### src/verilog/isl_pkg.sv
// Constants shared by the serial hex-loader host controller
package isl_pkg;
  // ---------------------------------------------------------------
  // Link timing
  // ---------------------------------------------------------------
  localparam int CLK_HZ = 10000000;
  localparam int BAUD_HZ = 115200;
  localparam logic [15:0] BIT_CYCLES = 16'(CLK_HZ / BAUD_HZ);
  localparam logic [15:0] HALF_CYCLES = 16'(CLK_HZ / BAUD_HZ / 2);
  localparam logic [3:0] FRAME_BITS = 4'h9;
  // ---------------------------------------------------------------
  // Characters
  // ---------------------------------------------------------------
  localparam logic [7:0] CH_SYNC = 8'h55;
  localparam logic [7:0] CH_COLON = 8'h3a;
  localparam logic [7:0] CH_CR = 8'h0d;
  localparam logic [7:0] CH_LF = 8'h0a;
  localparam logic [7:0] CH_ERR_SUM = 8'h58;
  localparam logic [7:0] CH_ERR_READ = 8'h4c;
  localparam logic [7:0] CH_ERR_PROG = 8'h50;
  localparam logic [7:0] CH_OK = 8'h2e;
  // ---------------------------------------------------------------
  // Register offsets of the controller
  // ---------------------------------------------------------------
  localparam logic [3:0] OFS_CTRL = 4'h0;
  localparam logic [3:0] OFS_STATUS = 4'h1;
  localparam logic [3:0] OFS_LEN = 4'h2;
  localparam logic [3:0] OFS_ADDR = 4'h3;
  localparam logic [3:0] OFS_TYPE = 4'h4;
  localparam logic [3:0] OFS_DATA = 4'h5;
  localparam logic [3:0] OFS_REPLY = 4'h6;
  localparam logic [3:0] OFS_RXDATA = 4'h7;
  localparam logic [3:0] OFS_LOCK = 4'h8;
  // Control bits
  localparam int CTRL_BOOT = 0;
  localparam int CTRL_SYNC = 1;
  localparam int CTRL_SEND = 2;
  localparam int CTRL_LINE = 3;
  // Status bits
  localparam int ST_BUSY = 0;
  localparam int ST_REPLY = 1;
  localparam int ST_RXDATA = 2;
  // Record buffer depth (bytes of data per record)
  localparam int DATA_DEPTH = 16;
  // Lock level bits and security levels
  localparam logic [2:0] LOCK_L1 = 3'h7;
  localparam int LOCK_BIT_L2 = 0;
  localparam int LOCK_BIT_L3 = 1;
  localparam int LOCK_BIT_L4 = 2;
  // Boot vector value for loader entry
  localparam logic [2:0] BOOT_VEC_LOADER = 3'h3;
  localparam logic [15:0] LOADER_ENTRY = 16'h0000;
  // Fuse access codes for the flash control register
  localparam logic [7:0] FC_SEC_WRITE = 8'h0c;
  localparam logic [7:0] FC_SEC_READ = 8'h04;
  localparam logic [7:0] FC_CFG_WRITE = 8'h0d;
  localparam logic [7:0] FC_CFG_READ = 8'h05;
  localparam logic [7:0] FC_SEC_KEY1 = 8'h54;
  localparam logic [7:0] FC_SEC_KEY2 = 8'ha4;
  localparam logic [7:0] FC_CFG_KEY1 = 8'h55;
  localparam logic [7:0] FC_CFG_KEY2 = 8'ha5;
endpackage

### src/verilog/isl_uart_tx.sv
// Serial transmitter, 8N1, fixed bit time
`timescale 1ns/1ps
module isl_uart_tx
  import isl_pkg::*;
(
  // Clock and reset
  input wire logic clk,
  input wire logic nrst,
  // Byte in
  input wire logic start,
  input wire logic [7:0] data,
  output logic busy,
  // Line
  output logic txd
);
  logic [15:0] cnt_reg;
  logic [3:0] bit_reg;
  logic [8:0] shift_reg;

  // Shift out start, data LSB first, stop; line idles high
  always_ff @(posedge clk or negedge nrst) begin
    if (!nrst) begin
      cnt_reg <= 16'h0000;
      bit_reg <= 4'h0;
      shift_reg <= 9'h1ff;
      busy <= 1'b0;
      txd <= 1'b1;
    end else if (!busy) begin
      if (start) begin
        busy <= 1'b1;
        txd <= 1'b0;
        shift_reg <= {1'b1, data};
        cnt_reg <= BIT_CYCLES - 16'h0001;
        bit_reg <= 4'h0;
      end
    end else if (cnt_reg != 16'h0000) begin
      cnt_reg <= cnt_reg - 16'h0001;
    end else if (bit_reg == FRAME_BITS) begin
      busy <= 1'b0;
    end else begin
      txd <= shift_reg[0];
      shift_reg <= {1'b1, shift_reg[8:1]};
      bit_reg <= bit_reg + 4'h1;
      cnt_reg <= BIT_CYCLES - 16'h0001;
    end
  end
endmodule

### src/verilog/isl_uart_rx.sv
// Serial receiver, 8N1, three-stage input synchroniser
`timescale 1ns/1ps
module isl_uart_rx
  import isl_pkg::*;
(
  // Clock and reset
  input wire logic clk,
  input wire logic nrst,
  // Line
  input wire logic rxd,
  // Byte out
  output logic valid,
  output logic [7:0] data
);
  logic s1_reg, s2_reg, s3_reg, line_reg;
  logic active_reg;
  logic [15:0] cnt_reg;
  logic [3:0] bit_reg;
  logic [7:0] shift_reg;

  // Synchroniser; the line counts once stages two and three agree
  always_ff @(posedge clk or negedge nrst) begin
    if (!nrst) begin
      s1_reg <= 1'b1;
      s2_reg <= 1'b1;
      s3_reg <= 1'b1;
      line_reg <= 1'b1;
    end else begin
      s1_reg <= rxd;
      s2_reg <= s1_reg;
      s3_reg <= s2_reg;
      if (s2_reg == s3_reg) line_reg <= s3_reg;
    end
  end

  // Falling edge starts a frame, sample at mid bit
  always_ff @(posedge clk or negedge nrst) begin
    if (!nrst) begin
      active_reg <= 1'b0;
      cnt_reg <= 16'h0000;
      bit_reg <= 4'h0;
      shift_reg <= 8'h00;
      valid <= 1'b0;
      data <= 8'h00;
    end else begin
      valid <= 1'b0;
      if (!active_reg) begin
        if (!line_reg) begin
          active_reg <= 1'b1;
          cnt_reg <= HALF_CYCLES;
          bit_reg <= 4'h0;
        end
      end else if (cnt_reg != 16'h0000) begin
        cnt_reg <= cnt_reg - 16'h0001;
      end else if (bit_reg == FRAME_BITS) begin
        // Stop bit; a low stop is a framing error and is dropped
        active_reg <= 1'b0;
        if (line_reg) begin
          valid <= 1'b1;
          data <= shift_reg;
        end
      end else begin
        if (bit_reg != 4'h0) shift_reg <= {line_reg, shift_reg[7:1]};
        bit_reg <= bit_reg + 4'h1;
        cnt_reg <= BIT_CYCLES - 16'h0001;
      end
    end
  end
endmodule

### src/verilog/isl_host.sv
// Host controller that drives a serial hex-record loader
//
// How it works
// - Security fuse write: 0x0C, 54h, A4h
// - Security fuse read: 04h, read, clear
// - Config fuse write: 0x0D, 55h, A5h
// - Config fuse read: 05h, read, clear
// - Lines idle high, falling edge starts frame
// - Link is 8N1, no flow, host baud
// - Host sends U first after reset; here U goes out only when software writes CTRL_SYNC
// - Frame: colon, len, offset, type, data, sum
// - Length counts data bytes only
// - Bytes after colon sent as two hex digits
// - Checksum makes full byte sum zero
`timescale 1ns/1ps
module isl_host
  import isl_pkg::*;
(
  // Clock and reset
  input wire logic clk,
  input wire logic nrst,
  // Register port
  input wire logic [3:0] reg_addr,
  input wire logic [7:0] reg_wdata,
  input wire logic reg_wr,
  input wire logic reg_rd,
  output logic [7:0] reg_rdata,
  // Boot strap pins driven during device reset
  output logic ext_access_out,
  output logic prog_strobe_out,
  // Serial lines to the device
  output logic txd_primary,
  output logic txd_debug,
  input wire logic rxd_primary,
  input wire logic rxd_debug
);
  // ---------------------------------------------------------------
  // State and storage
  // ---------------------------------------------------------------
  typedef enum logic [6:0] {
    ISL_IDLE = 7'h01,
    ISL_COLON = 7'h02,
    ISL_HI = 7'h04,
    ISL_LO = 7'h08,
    ISL_WAIT = 7'h10,
    ISL_SYNC = 7'h20,
    ISL_DONE = 7'h40
  } isl_state_e;

  isl_state_e state_reg;
  logic [7:0] len_reg, type_reg, sum_reg;
  logic [15:0] addr_reg;
  logic [7:0] data_mem [DATA_DEPTH];
  logic [3:0] wptr_reg;
  logic [4:0] byte_idx_reg;
  logic [7:0] cur_byte;
  logic line_sel_reg, boot_reg;
  logic [7:0] reply_reg, rxdata_reg, lock_reg;
  logic reply_flag_reg, rxdata_flag_reg;
  logic tx_start_reg;
  logic [7:0] tx_data_reg;
  logic tx_busy, rx_valid;
  logic [7:0] rx_data;
  logic txd_line, rxd_sel;
  logic set_reply, set_rxdata, clr_reply, clr_rxdata;
  logic start_cmd, sync_cmd;

  // ---------------------------------------------------------------
  // Serial engines
  // ---------------------------------------------------------------
  // Lines idle high so the device sees a clean start edge
  // One fixed 8N1 bit time, picked by the host
  // A fixed rate will do: the device times our first character
  isl_uart_tx u_tx (
    .clk(clk),
    .nrst(nrst),
    .start(tx_start_reg),
    .data(tx_data_reg),
    .busy(tx_busy),
    .txd(txd_line)
  );

  // Switching lines mid-character garbles it; switch when quiet
  // Listen only on the selected line
  assign rxd_sel = line_sel_reg ? rxd_debug : rxd_primary;

  isl_uart_rx u_rx (
    .clk(clk),
    .nrst(nrst),
    .rxd(rxd_sel),
    .valid(rx_valid),
    .data(rx_data)
  );

  // Only the chosen line toggles; the device takes the first active
  // line it sees while polling both
  always_ff @(posedge clk or negedge nrst) begin
    if (!nrst) begin
      txd_primary <= 1'b1;
      txd_debug <= 1'b1;
    end else begin
      txd_primary <= line_sel_reg ? 1'b1 : txd_line;
      txd_debug <= line_sel_reg ? txd_line : 1'b1;
    end
  end

  // ---------------------------------------------------------------
  // Boot strap
  // ---------------------------------------------------------------
  // Strap external access high and program strobe low while the
  // device is held in reset, asking for the loader entry at address
  // zero of the boot ROM
  // The straps count only while the device sits in reset
  always_ff @(posedge clk or negedge nrst) begin
    if (!nrst) begin
      ext_access_out <= 1'b0;
      prog_strobe_out <= 1'b1;
    end else begin
      ext_access_out <= boot_reg;
      prog_strobe_out <= !boot_reg;
    end
  end

  // ---------------------------------------------------------------
  // Frame sender
  // ---------------------------------------------------------------
  // One frame at a time: writes during a frame are dropped, so
  // software polls busy before loading the next record
  assign start_cmd = reg_wr && reg_addr == OFS_CTRL &&
                     reg_wdata[CTRL_SEND] && state_reg == ISL_IDLE;
  assign sync_cmd = reg_wr && reg_addr == OFS_CTRL &&
                    reg_wdata[CTRL_SYNC] && state_reg == ISL_IDLE;

  // Byte of the frame at the current index: len, offset, type, data
  // then the checksum; length counts data only
  always_comb begin
    cur_byte = 8'h00;
    case (byte_idx_reg)
      5'h00: cur_byte = len_reg;
      5'h01: cur_byte = addr_reg[15:8];
      5'h02: cur_byte = addr_reg[7:0];
      5'h03: cur_byte = type_reg;
      default: begin
        if (byte_idx_reg - 5'h04 < {1'b0, len_reg[3:0]})
          cur_byte = data_mem[4'(byte_idx_reg - 5'h04)];
        else
          cur_byte = 8'(~sum_reg + 8'h01);
      end
    endcase
  end

  // Hex digit of a nibble, upper case
  function automatic logic [7:0] hex_char(input logic [3:0] n);
    hex_char = (n < 4'ha) ? 8'(8'h30 + {4'h0, n}) :
                            8'(8'h37 + {4'h0, n});
  endfunction

  // Sequence the frame one character at a time, waiting on the
  // transmitter so no character is lost
  always_ff @(posedge clk or negedge nrst) begin
    if (!nrst) begin
      state_reg <= ISL_IDLE;
      byte_idx_reg <= 5'h00;
      sum_reg <= 8'h00;
      tx_start_reg <= 1'b0;
      tx_data_reg <= 8'h00;
    end else begin
      tx_start_reg <= 1'b0;
      case (state_reg)
        ISL_IDLE: begin
          if (sync_cmd) begin
            state_reg <= ISL_SYNC;
          end else if (start_cmd) begin
            byte_idx_reg <= 5'h00;
            sum_reg <= 8'h00;
            state_reg <= ISL_COLON;
          end
        end
        ISL_SYNC: begin
          // Baud is timed by the device on this character
          // Its alternate bits give a clean bit time
          if (!tx_busy && !tx_start_reg) begin
            tx_data_reg <= CH_SYNC;
            tx_start_reg <= 1'b1;
            state_reg <= ISL_DONE;
          end
        end
        ISL_COLON: begin
          // Colon marks the frame; the device skips anything before it
          if (!tx_busy && !tx_start_reg) begin
            tx_data_reg <= CH_COLON;
            tx_start_reg <= 1'b1;
            state_reg <= ISL_HI;
          end
        end
        ISL_HI: begin
          // Each byte goes out as two ASCII hex digits
          if (!tx_busy && !tx_start_reg) begin
            tx_data_reg <= hex_char(cur_byte[7:4]);
            tx_start_reg <= 1'b1;
            state_reg <= ISL_LO;
          end
        end
        ISL_LO: begin
          if (!tx_busy && !tx_start_reg) begin
            tx_data_reg <= hex_char(cur_byte[3:0]);
            tx_start_reg <= 1'b1;
            sum_reg <= 8'(sum_reg + cur_byte);
            if (byte_idx_reg == 5'(5'h04 + {1'b0, len_reg[3:0]}))
              state_reg <= ISL_DONE;
            else begin
              byte_idx_reg <= byte_idx_reg + 5'h01;
              state_reg <= ISL_HI;
            end
          end
        end
        ISL_DONE: begin
          if (!tx_busy && !tx_start_reg) state_reg <= ISL_IDLE;
        end
        default: state_reg <= ISL_IDLE;
      endcase
    end
  end

  // ---------------------------------------------------------------
  // Reply capture
  // ---------------------------------------------------------------
  // Reply letters X, L, P and dot end a command; CR and LF that
  // trail each reply are dropped
  assign set_reply = rx_valid && (rx_data == CH_ERR_SUM ||
                     rx_data == CH_ERR_READ || rx_data == CH_ERR_PROG ||
                     rx_data == CH_OK);
  // Anything else before the dot is read data
  assign set_rxdata = rx_valid && !set_reply &&
                      rx_data != CH_CR && rx_data != CH_LF;
  assign clr_reply = reg_rd && reg_addr == OFS_REPLY;
  assign clr_rxdata = reg_rd && reg_addr == OFS_RXDATA;

  // A reply not yet read is lost when the next one lands
  // Flags clear on read; a new character in that cycle wins
  always_ff @(posedge clk or negedge nrst) begin
    if (!nrst) begin
      reply_reg <= 8'h00;
      rxdata_reg <= 8'h00;
      reply_flag_reg <= 1'b0;
      rxdata_flag_reg <= 1'b0;
    end else begin
      if (set_reply) begin
        reply_reg <= rx_data;
        reply_flag_reg <= 1'b1;
      end else if (clr_reply) reply_flag_reg <= 1'b0;
      if (set_rxdata) begin
        rxdata_reg <= rx_data;
        rxdata_flag_reg <= 1'b1;
      end else if (clr_rxdata) rxdata_flag_reg <= 1'b0;
    end
  end

  // ---------------------------------------------------------------
  // Register writes
  // ---------------------------------------------------------------
  // Record fields; held still while a frame is going out
  always_ff @(posedge clk or negedge nrst) begin
    if (!nrst) begin
      len_reg <= 8'h00;
      addr_reg <= 16'h0000;
      type_reg <= 8'h00;
      wptr_reg <= 4'h0;
      line_sel_reg <= 1'b0;
      boot_reg <= 1'b0;
      lock_reg <= LOCK_L1;
    end else if (reg_wr && state_reg == ISL_IDLE) begin
      case (reg_addr)
        OFS_CTRL: begin
          boot_reg <= reg_wdata[CTRL_BOOT];
          line_sel_reg <= reg_wdata[CTRL_LINE];
        end
        OFS_LEN: begin
          // Length takes the low four bits of the write only, at most 15 bytes
          len_reg <= {4'h0, reg_wdata[3:0]};
          wptr_reg <= 4'h0;
        end
        OFS_ADDR: addr_reg <= {addr_reg[7:0], reg_wdata};
        OFS_TYPE: type_reg <= reg_wdata;
        OFS_DATA: wptr_reg <= wptr_reg + 4'h1;
        // Fuse bytes are set by code on the device, not over the
        // link; only the lock level is mirrored here
        // Lock copy: bits only fall; raising needs an erase
        OFS_LOCK: lock_reg <= {5'h00, lock_reg[2:0] & reg_wdata[2:0]};
        default: ;
      endcase
    end
  end

  // Data buffer, addressed by the write pointer
  // No reset: bytes past the length are never sent
  always_ff @(posedge clk) begin
    if (reg_wr && reg_addr == OFS_DATA && state_reg == ISL_IDLE)
      data_mem[wptr_reg] <= reg_wdata;
  end

  // ---------------------------------------------------------------
  // Register reads, data one cycle after the strobe
  // ---------------------------------------------------------------
  always_ff @(posedge clk or negedge nrst) begin
    if (!nrst) begin
      reg_rdata <= 8'h00;
    end else if (reg_rd) begin
      case (reg_addr)
        OFS_CTRL: reg_rdata <= {4'h0, line_sel_reg, 2'h0, boot_reg};
        OFS_STATUS: reg_rdata <= {5'h00, rxdata_flag_reg,
                                  reply_flag_reg, state_reg != ISL_IDLE};
        OFS_LEN: reg_rdata <= len_reg;
        OFS_ADDR: reg_rdata <= addr_reg[7:0];
        OFS_TYPE: reg_rdata <= type_reg;
        OFS_REPLY: reg_rdata <= reply_reg;
        OFS_RXDATA: reg_rdata <= rxdata_reg;
        OFS_LOCK: reg_rdata <= lock_reg;
        default: reg_rdata <= 8'h00;
      endcase
    end else begin
      reg_rdata <= 8'h00;
    end
  end
endmodule

### config.mk
export PLATFORM = sky130hd
export DESIGN_NAME = isl_host
export DESIGN_NICKNAME = d
export VERILOG_FILES = /design/src/verilog/isl_pkg.sv /design/src/verilog/isl_uart_tx.sv /design/src/verilog/isl_uart_rx.sv /design/src/verilog/isl_host.sv
export SDC_FILE = /design/constraint.sdc
export NUM_CORES = 1
export LEC_CHECK = 0
export ABC_AREA = 1
export CAP_MARGIN = 15
export CELL_PAD_IN_SITES_DETAIL_PLACEMENT = 1
export CELL_PAD_IN_SITES_GLOBAL_PLACEMENT = 1
export CORE_MARGIN = 2
export CORE_UTILIZATION = 50
export CTS_BUF_LIST = sky130_fd_sc_hd__clkbuf_4 sky130_fd_sc_hd__clkbuf_8 sky130_fd_sc_hd__clkbuf_16
export DETAILED_ROUTE_END_ITERATION = 10
export DONT_BUFFER_PORTS = 1
export GPL_ROUTABILITY_DRIVEN = 0
export PLACE_DENSITY_LB_ADDON = 0.1
export SLEW_MARGIN = 5
export SYNTH_ARGS = -nofsm -noshare
export SYNTH_HDL_FRONTEND = slang
export SYNTH_HIERARCHICAL = 1
export SYNTH_SLANG_ARGS = --single-unit
### constraint.sdc
create_clock -name clk -period 8.62 [get_ports clk]
set_input_delay 1.293 -clock clk [delete_from_list [all_inputs] [get_ports clk]]
set_output_delay 1.293 -clock clk [all_outputs]
set_load 0.05 [all_outputs]
# Yosys cells after proc, flatten, opt, wreduce, memory -nomap -nowiden
# Memories as Yosys holds them, arrays and structs flattened.
# Index checks and enable logic that the tools add are counted.
# op_classes
n_bitwise	4
n_lt_le_gt_ge	3
add_sub_neg	14
mux	77
reduce_logical	50
n_eq_ne	44
# op_table
op	count
2-to-1 mux 16 bit	8
2-to-1 mux 8 bit	9
2-to-1 mux 7 bit	10
one-hot mux 8 bit (4 select lines)	2
one-hot mux 8 bit (8 select lines)	1
one-hot mux 7 bit (6 select lines)	1
2-to-1 mux 9 bit	4
2-to-1 mux 4 bit	8
nonzero test 16 bit	2
subtractor 16 x 1 -> 16 bit (second input constant)	2
adder 6 x 4 -> 7 bit (first input constant)	4
2-to-1 mux 1 bit	27
inequality test 2 bit (second input constant)	13
== test 8 x 7 -> 1 bit (second input constant)	3
2-to-1 mux 5 bit	4
== test 4 x 3 -> 1 bit (second input constant)	4
inequality test 8 x 4 -> 1 bit (second input constant)	2
one-hot mux 8 bit (2 select lines)	1
AND reduction 2 bit	8
logical AND 1 bit	15
adder 4 x 1 -> 4 bit (second input constant)	3
== test 4 bit (second input constant)	3
AND reduction 4 bit	3
== test 5 x 2 -> 1 bit (second input constant)	2
other kinds (36)	53
# totals
in_bits	18
register_bits	169
mem_count	1
elab_cells	229
ram_bits	128
# memory_table
memory	depth	word_bits	rd	rd_ports_with_merged_regs	wr	line	source
data_mem	16	8	1	0	1	isl_host.sv:53	logic [7:0] data_mem [DATA_DEPTH];

# Longest topological paths before layout
# logic_depth
depth_word	10
ltp_mapped	26
ltp_nobuf	24

# Modules after synthesis
# The synthesis kept the hierarchy.
# modules_own_cells
mod	seq_area_each_um2	instances	area_per_inst_um2	cells_per_inst
isl_host	6204.7	1	10684.0	1149
isl_uart_rx	1056.0	1	2264.7	286
isl_uart_tx	762.0	1	1806.7	255

# Least setup slack after synthesis
# Ideal clock, no wire load.
# synth_timing
kind	register -> register
startpoint	reg byte_idx_reg[2]
endpoint	reg sum_reg[7]
arrival_time_ns	3.502
synth_period_minus_slack_ns	3.628
stages_incl_launch_ff	24
slack_ns	4.992
t_required_ns	8.494
path_cell_list	dfrtp_1 buf_2 inv_1 buf_4 ha_1 inv_1 clkbuf_1 ha_1 a21oi_2 nand3_1 a21oi_2 inv_1 ha_1 nand3_1 nand2_1 a21oi_1 o21ai_0 nand2_1 inv_1 nor2_1 o21bai_1 nand2_1 nand2_1 o22ai_1
# synth_via
elab_chain_cells	7
elab_cells_between_ends	12
# synth_rtl
element	line	source
from (decl)	isl_host.sv:55	logic [4:0] byte_idx_reg;
from (signal assigned)	isl_host.sv:212	byte_idx_reg <= byte_idx_reg + 5'h01;
subtractor 5 x 3 -> 5 bit	isl_host.sv:145	cur_byte = data_mem[4'(byte_idx_reg - 5'h04)];
memory read (16 x 8 bit) / < comparator 5 x 4 -> 1 bit (equally long branches)	--	
2-to-1 mux 8 bit	isl_host.sv:144	if (byte_idx_reg - 5'h04 < {1'b0, len_reg[3:0]})
one-hot mux 8 bit (4 select lines) *	isl_host.sv:138	case (byte_idx_reg)
adder 8 bit *	isl_host.sv:208	sum_reg <= 8'(sum_reg + cur_byte);
2-to-1 mux 8 bit *	isl_host.sv:205	if (!tx_busy && !tx_start_reg) begin
one-hot mux 8 bit (2 select lines) *	isl_host.sv:169	case (state_reg)
to (signal assigned)	isl_host.sv:208	
to (decl)	isl_host.sv:51	logic [7:0] len_reg, type_reg, sum_reg;
# Mark *: on every way between the ends. The rest lies on a longest branch, timed or not. The select of a mux whose other input is x is not followed.
# A chain may end at the register's enable or synchronous reset.

# Final worst setup path
# Same ends and word-level chain as after synthesis.

==> impl_metrics.py <==
metrics = {
    "worst_setup_path": {
        "r2r_start": "byte_idx_reg[2]",
        "cpMaxStageDelayCell": "dfrtp_1",
        "r2r-end": "sum_reg[7]",
        "crit_arrival_ns": 5.29,
        "cp-start-kind": "register",
        "crit_chain": "inv_1 -> ha_1 -> inv_1 -> ha_1 -> nand3b_1 -> a21oi_2 -> nand3_1 -> a21oi_2 -> inv_1 -> ha_1 -> nand3_1 -> nand2_1 -> a21oi_1 -> o21ai_0 -> nand2_1 -> inv_1 -> nor2_1 -> o21bai_1 -> nand2_1 -> nand2_1 -> o22ai_1",
        "max_stage_delay_ns": 0.78,
        "reg2reg_depth": 21,
        "crit_fanout": 19,
        "critPathKind": "register to register",
        "crit_family": "adder cells",
        "regToRegSetupSlack_ns": 3.69,
        "worstPathRequired_ns": 8.98,
        "worstPathBufferInverterCount": 4,
        "cp-end-kind": "register",
    },
    "synth": {
        "ys_seq_area_share_pct": 54.4,
        "synth_top_family_by_area": "simple AND/OR/NAND/NOR gates",
        "yosysTopAreaCellShare_pct": 26.0,
        "synth_edf_count": 128,
        "synth_compound_area_share_pct": 8.27,
        "yosys_warnings": 6,
        "synth_adder_area_share_pct": 3.00,
        "syn_nets": 1742,
        "synthMuxAreaShare_pct": 0.0763,
        "synth_xor_area_share_pct": 1.19,
        "synthFlopType": "dfrtp_1",
        "synth.distinct_cells": 57,
        "synth_top_cell_by_area": "edfxtp_1",
        "synth.area.top_cells": "edfxtp_1 (26%), dfrtp_1 (25%), nand2_1 (12%)",
        "ys_seq_elements": 294,
        "synthesis.area_sq_um": 14800,
        "async_flop_share_pct": 56.5,
        "synth.avg_cell_area_sq_um": 8.73,
        "synthSimpleGateAreaFrac_pct": 25.7,
        "syn_inst": 1690,
    },
    "route": {
        "finalWirelength_um": 40300,
        "wire_per_inst_um": 19.3,
        "postRouteAntennaNets": 0,
        "avgViaCountPerCell": 5.54,
        "vias": 11600,
        "drc": 0,
        "dr.pass1.iters": 5,
        "drtIter0Drc": 720,
    },
    "timing": {
        "worstMarginPinSlew_ns": 0.943,
        "finalClockSkew_ns": 0.0210,
        "rsz0062_at_grt": "no",
        "finalMaxSlewViolations": 0,
        "min_period_ns": 4.93,
        "hold_violations": 0,
        "maxSlewHeadroom_pct": 37.0,
        "tns_ns": 0,
        "worst_slack_ns": 3.69,
        "min_period_over_period_pct": 57.2,
        "finalSetupViolations": 0,
        "fmax_ghz": 0.203,
    },
    "cts": {
        "cts_setup_buffers": 0,
        "clock_path_buffers": 3,
        "cts-hold-fix-buffers": 0,
        "cts_root_buffer": "clkbuf_16",
        "cts.sinks": 294,
        "clock_latency_ns": 0.51,
        "clkTransAtPathRegs_ns": 0.06,
        "cts_made_buffers": 34,
        "htreeDepth": 2,
        "cts_resized": 0,
        "cts_tree": "built",
    },
    "placed_design": {
        "pre_cts_ws_ns": 3.78,
        "hpwlAfterDp_um": 27300,
        "io_buffers": 0,
    },
    "cells_and_area": {
        "final_nets": 1734,
        "layout.filler_cells": 3413,
        "multi_input_area_sq_um": 5640,
        "largest_register_ffs": 128,
        "top_register": "data_mem",
        "synthToLayoutAreaGrowth_pct": 9.62,
        "num_antenna_cells": 0,
        "drive_above_1_share_pct": 9.14,
        "seq_area_sq_um": 8020,
    },
    "floorplan": {
        "die_h_um": 176,
        "die_w_um": 176,
        "core_area_sq_um": 28900,
        "dieArea_sq_um": 30900,
        "start_util_pct": 51.1,
        "ios": 30,
        "rows": 62,
    },
    "hold_path": {
        "hold_path_startpoint": "u_rx/s1_reg",
        "worstHoldEndpoint": "u_rx/s2_reg",
        "holdPathStages": 0,
        "holdCritPathClass": "register to register",
    },
    "power": {
        "power.leakage_nw": 7.24,
        "ir_drop_uv": 131,
        "powerDensity_nw_per_um2": 252,
        "p_total_mw": 4.08,
    },
    "grt": {
        "grt_max_degree": 167,
        "antenna_found_initial": 0,
        "grt_pass1_wl_um": 65500,
        "grt_pass1_vias": 12500,
        "track_usage_pct": 26.8,
        "overflow": 0,
    },
    "run": {
        "cap_violations": 0,
    },
    "status": {
        "status": "finished clean",
    },
}
-- power by group --
part | leakage, nW | switching, mW | total (mW) | internal (mW)
combinational | 3.34 | 0.488 | 0.737 | 0.249
clock | 0.601 | 0.572 | 1.51 | 0.939
sequential | 3.29 | 0.184 | 1.83 | 1.65
total | 7.24 | 1.24 | 4.08 | 2.84
-- layout by cell type (no fill, tap or decap), types with 4 or more instances in the layout --
master and count:
clkbuf_8 10, nand4_1 23, nand3_1 151, inv_1 202
clkbuf_16 36, buf_4 7, nand2_2 16, xnor2_1 9
dfstp_2 20, edfxtp_1 128, dfrtp_1 145, nor2_1 158
nor2_4 4, ha_1 33, o22ai_1 18, a21oi_2 4
nand3b_1 7, a221oi_1 7, o211ai_1 14, o21ai_2 9
or2_2 5, o21bai_1 6, nor3_1 8, xor2_1 11
nor2_2 12, nand2_1 477, a21oi_1 27, o21ai_0 100
clkbuf_4 9, inv_2 6
-- kinds of logic (layout without fill, tap and decap cells) --
logic type                 count (synthesis)  count (layout)
DFF                                      294             294
other                                      1               1
xor gates and xnor gates                  20              20
buffers and inverters                    260             277
adders and majority gates                 35              35
and+or+nand+nor                          876             876
AOI/OAI and AO/OA                        203             203
muxes                                      1               1
-- layout make-up --
class / instances / area share, %
sequential: 294 / 49.6
multi-input combinational: 1136 / 34.9
clock buffer: 55 / 6.84
inverter: 209 / 4.85
tap: 384 / 2.97
clock inverter: 6 / 0.518
timing repair buffer: 7 / 0.325
-- per-stage QoR --
| stage | instance area, sq um | hold slack, ns | util [%] | cells |
|---|---|---|---|---|
| after floorplan | 14800 | 0.345 | - | 1690 |
| after global placement | 15000 | 0.348 | 51.9 | 2029 |
| after CTS | 16200 | 0.367 | 56.0 | 2090 |
| final | 16200 | 0.363 | 56.0 | 2091 |
| after global routing | 16200 | 0.370 | 56.0 | 2091 |
| after detailed placement | 15000 | 0.354 | 51.9 | 2029 |
-- worst reg2reg max path, stage by stage, from the launching register on --
cell and delay, ns:
dfrtp_1 0.78, inv_1 0.51, ha_1 0.64, inv_1 0.26, ha_1 0.24, nand3b_1 0.20
a21oi_2 0.33, nand3_1 0.14, a21oi_2 0.22, inv_1 0.14, ha_1 0.30, nand3_1 0.07
nand2_1 0.11, a21oi_1 0.07, o21ai_0 0.20, nand2_1 0.09, inv_1 0.07, nor2_1 0.04
o21bai_1 0.16, nand2_1 0.07, nand2_1 0.07, o22ai_1 0.06
-- worst max-delay path by stage --
stage                       endpoint       startpoint  slack [ns]  depth (start not counted)
after floorplan           sum_reg[7]  byte_idx_reg[2]        4.99                         23
after global placement    sum_reg[7]  byte_idx_reg[2]        3.99                         21
after detailed placement  sum_reg[7]  byte_idx_reg[2]        3.78                         21
after CTS                 sum_reg[7]  byte_idx_reg[2]        3.70                         21
after global routing      sum_reg[7]  byte_idx_reg[2]        3.13                         21
final                     sum_reg[7]  byte_idx_reg[2]        3.69                         21
-- cell usage after synthesis, types with 12 or more instances --
cell type	instances
o211ai_1	14
nand4_1	23
nor2_2	12
nor2_1	158
dfstp_2	20
o22ai_1	18
nand3_1	151
ha_1	33
inv_1	202
dfrtp_1	146
nand2_1	477
a21oi_1	27
edfxtp_1	128
o21ai_0	100
buf_2	22
nand2_2	16
-- routing by layer --
layer,GRT usage (%),share of wire [%],vias to the layer above
li1,-,-,5504
met1,34.2,43,5810
met5,0,0,-
met3,3.85,4.0,68
met4,6.96,2.1,0
met2,48.0,51,202
No activity file was read; power rests on OpenSTA's default activity.
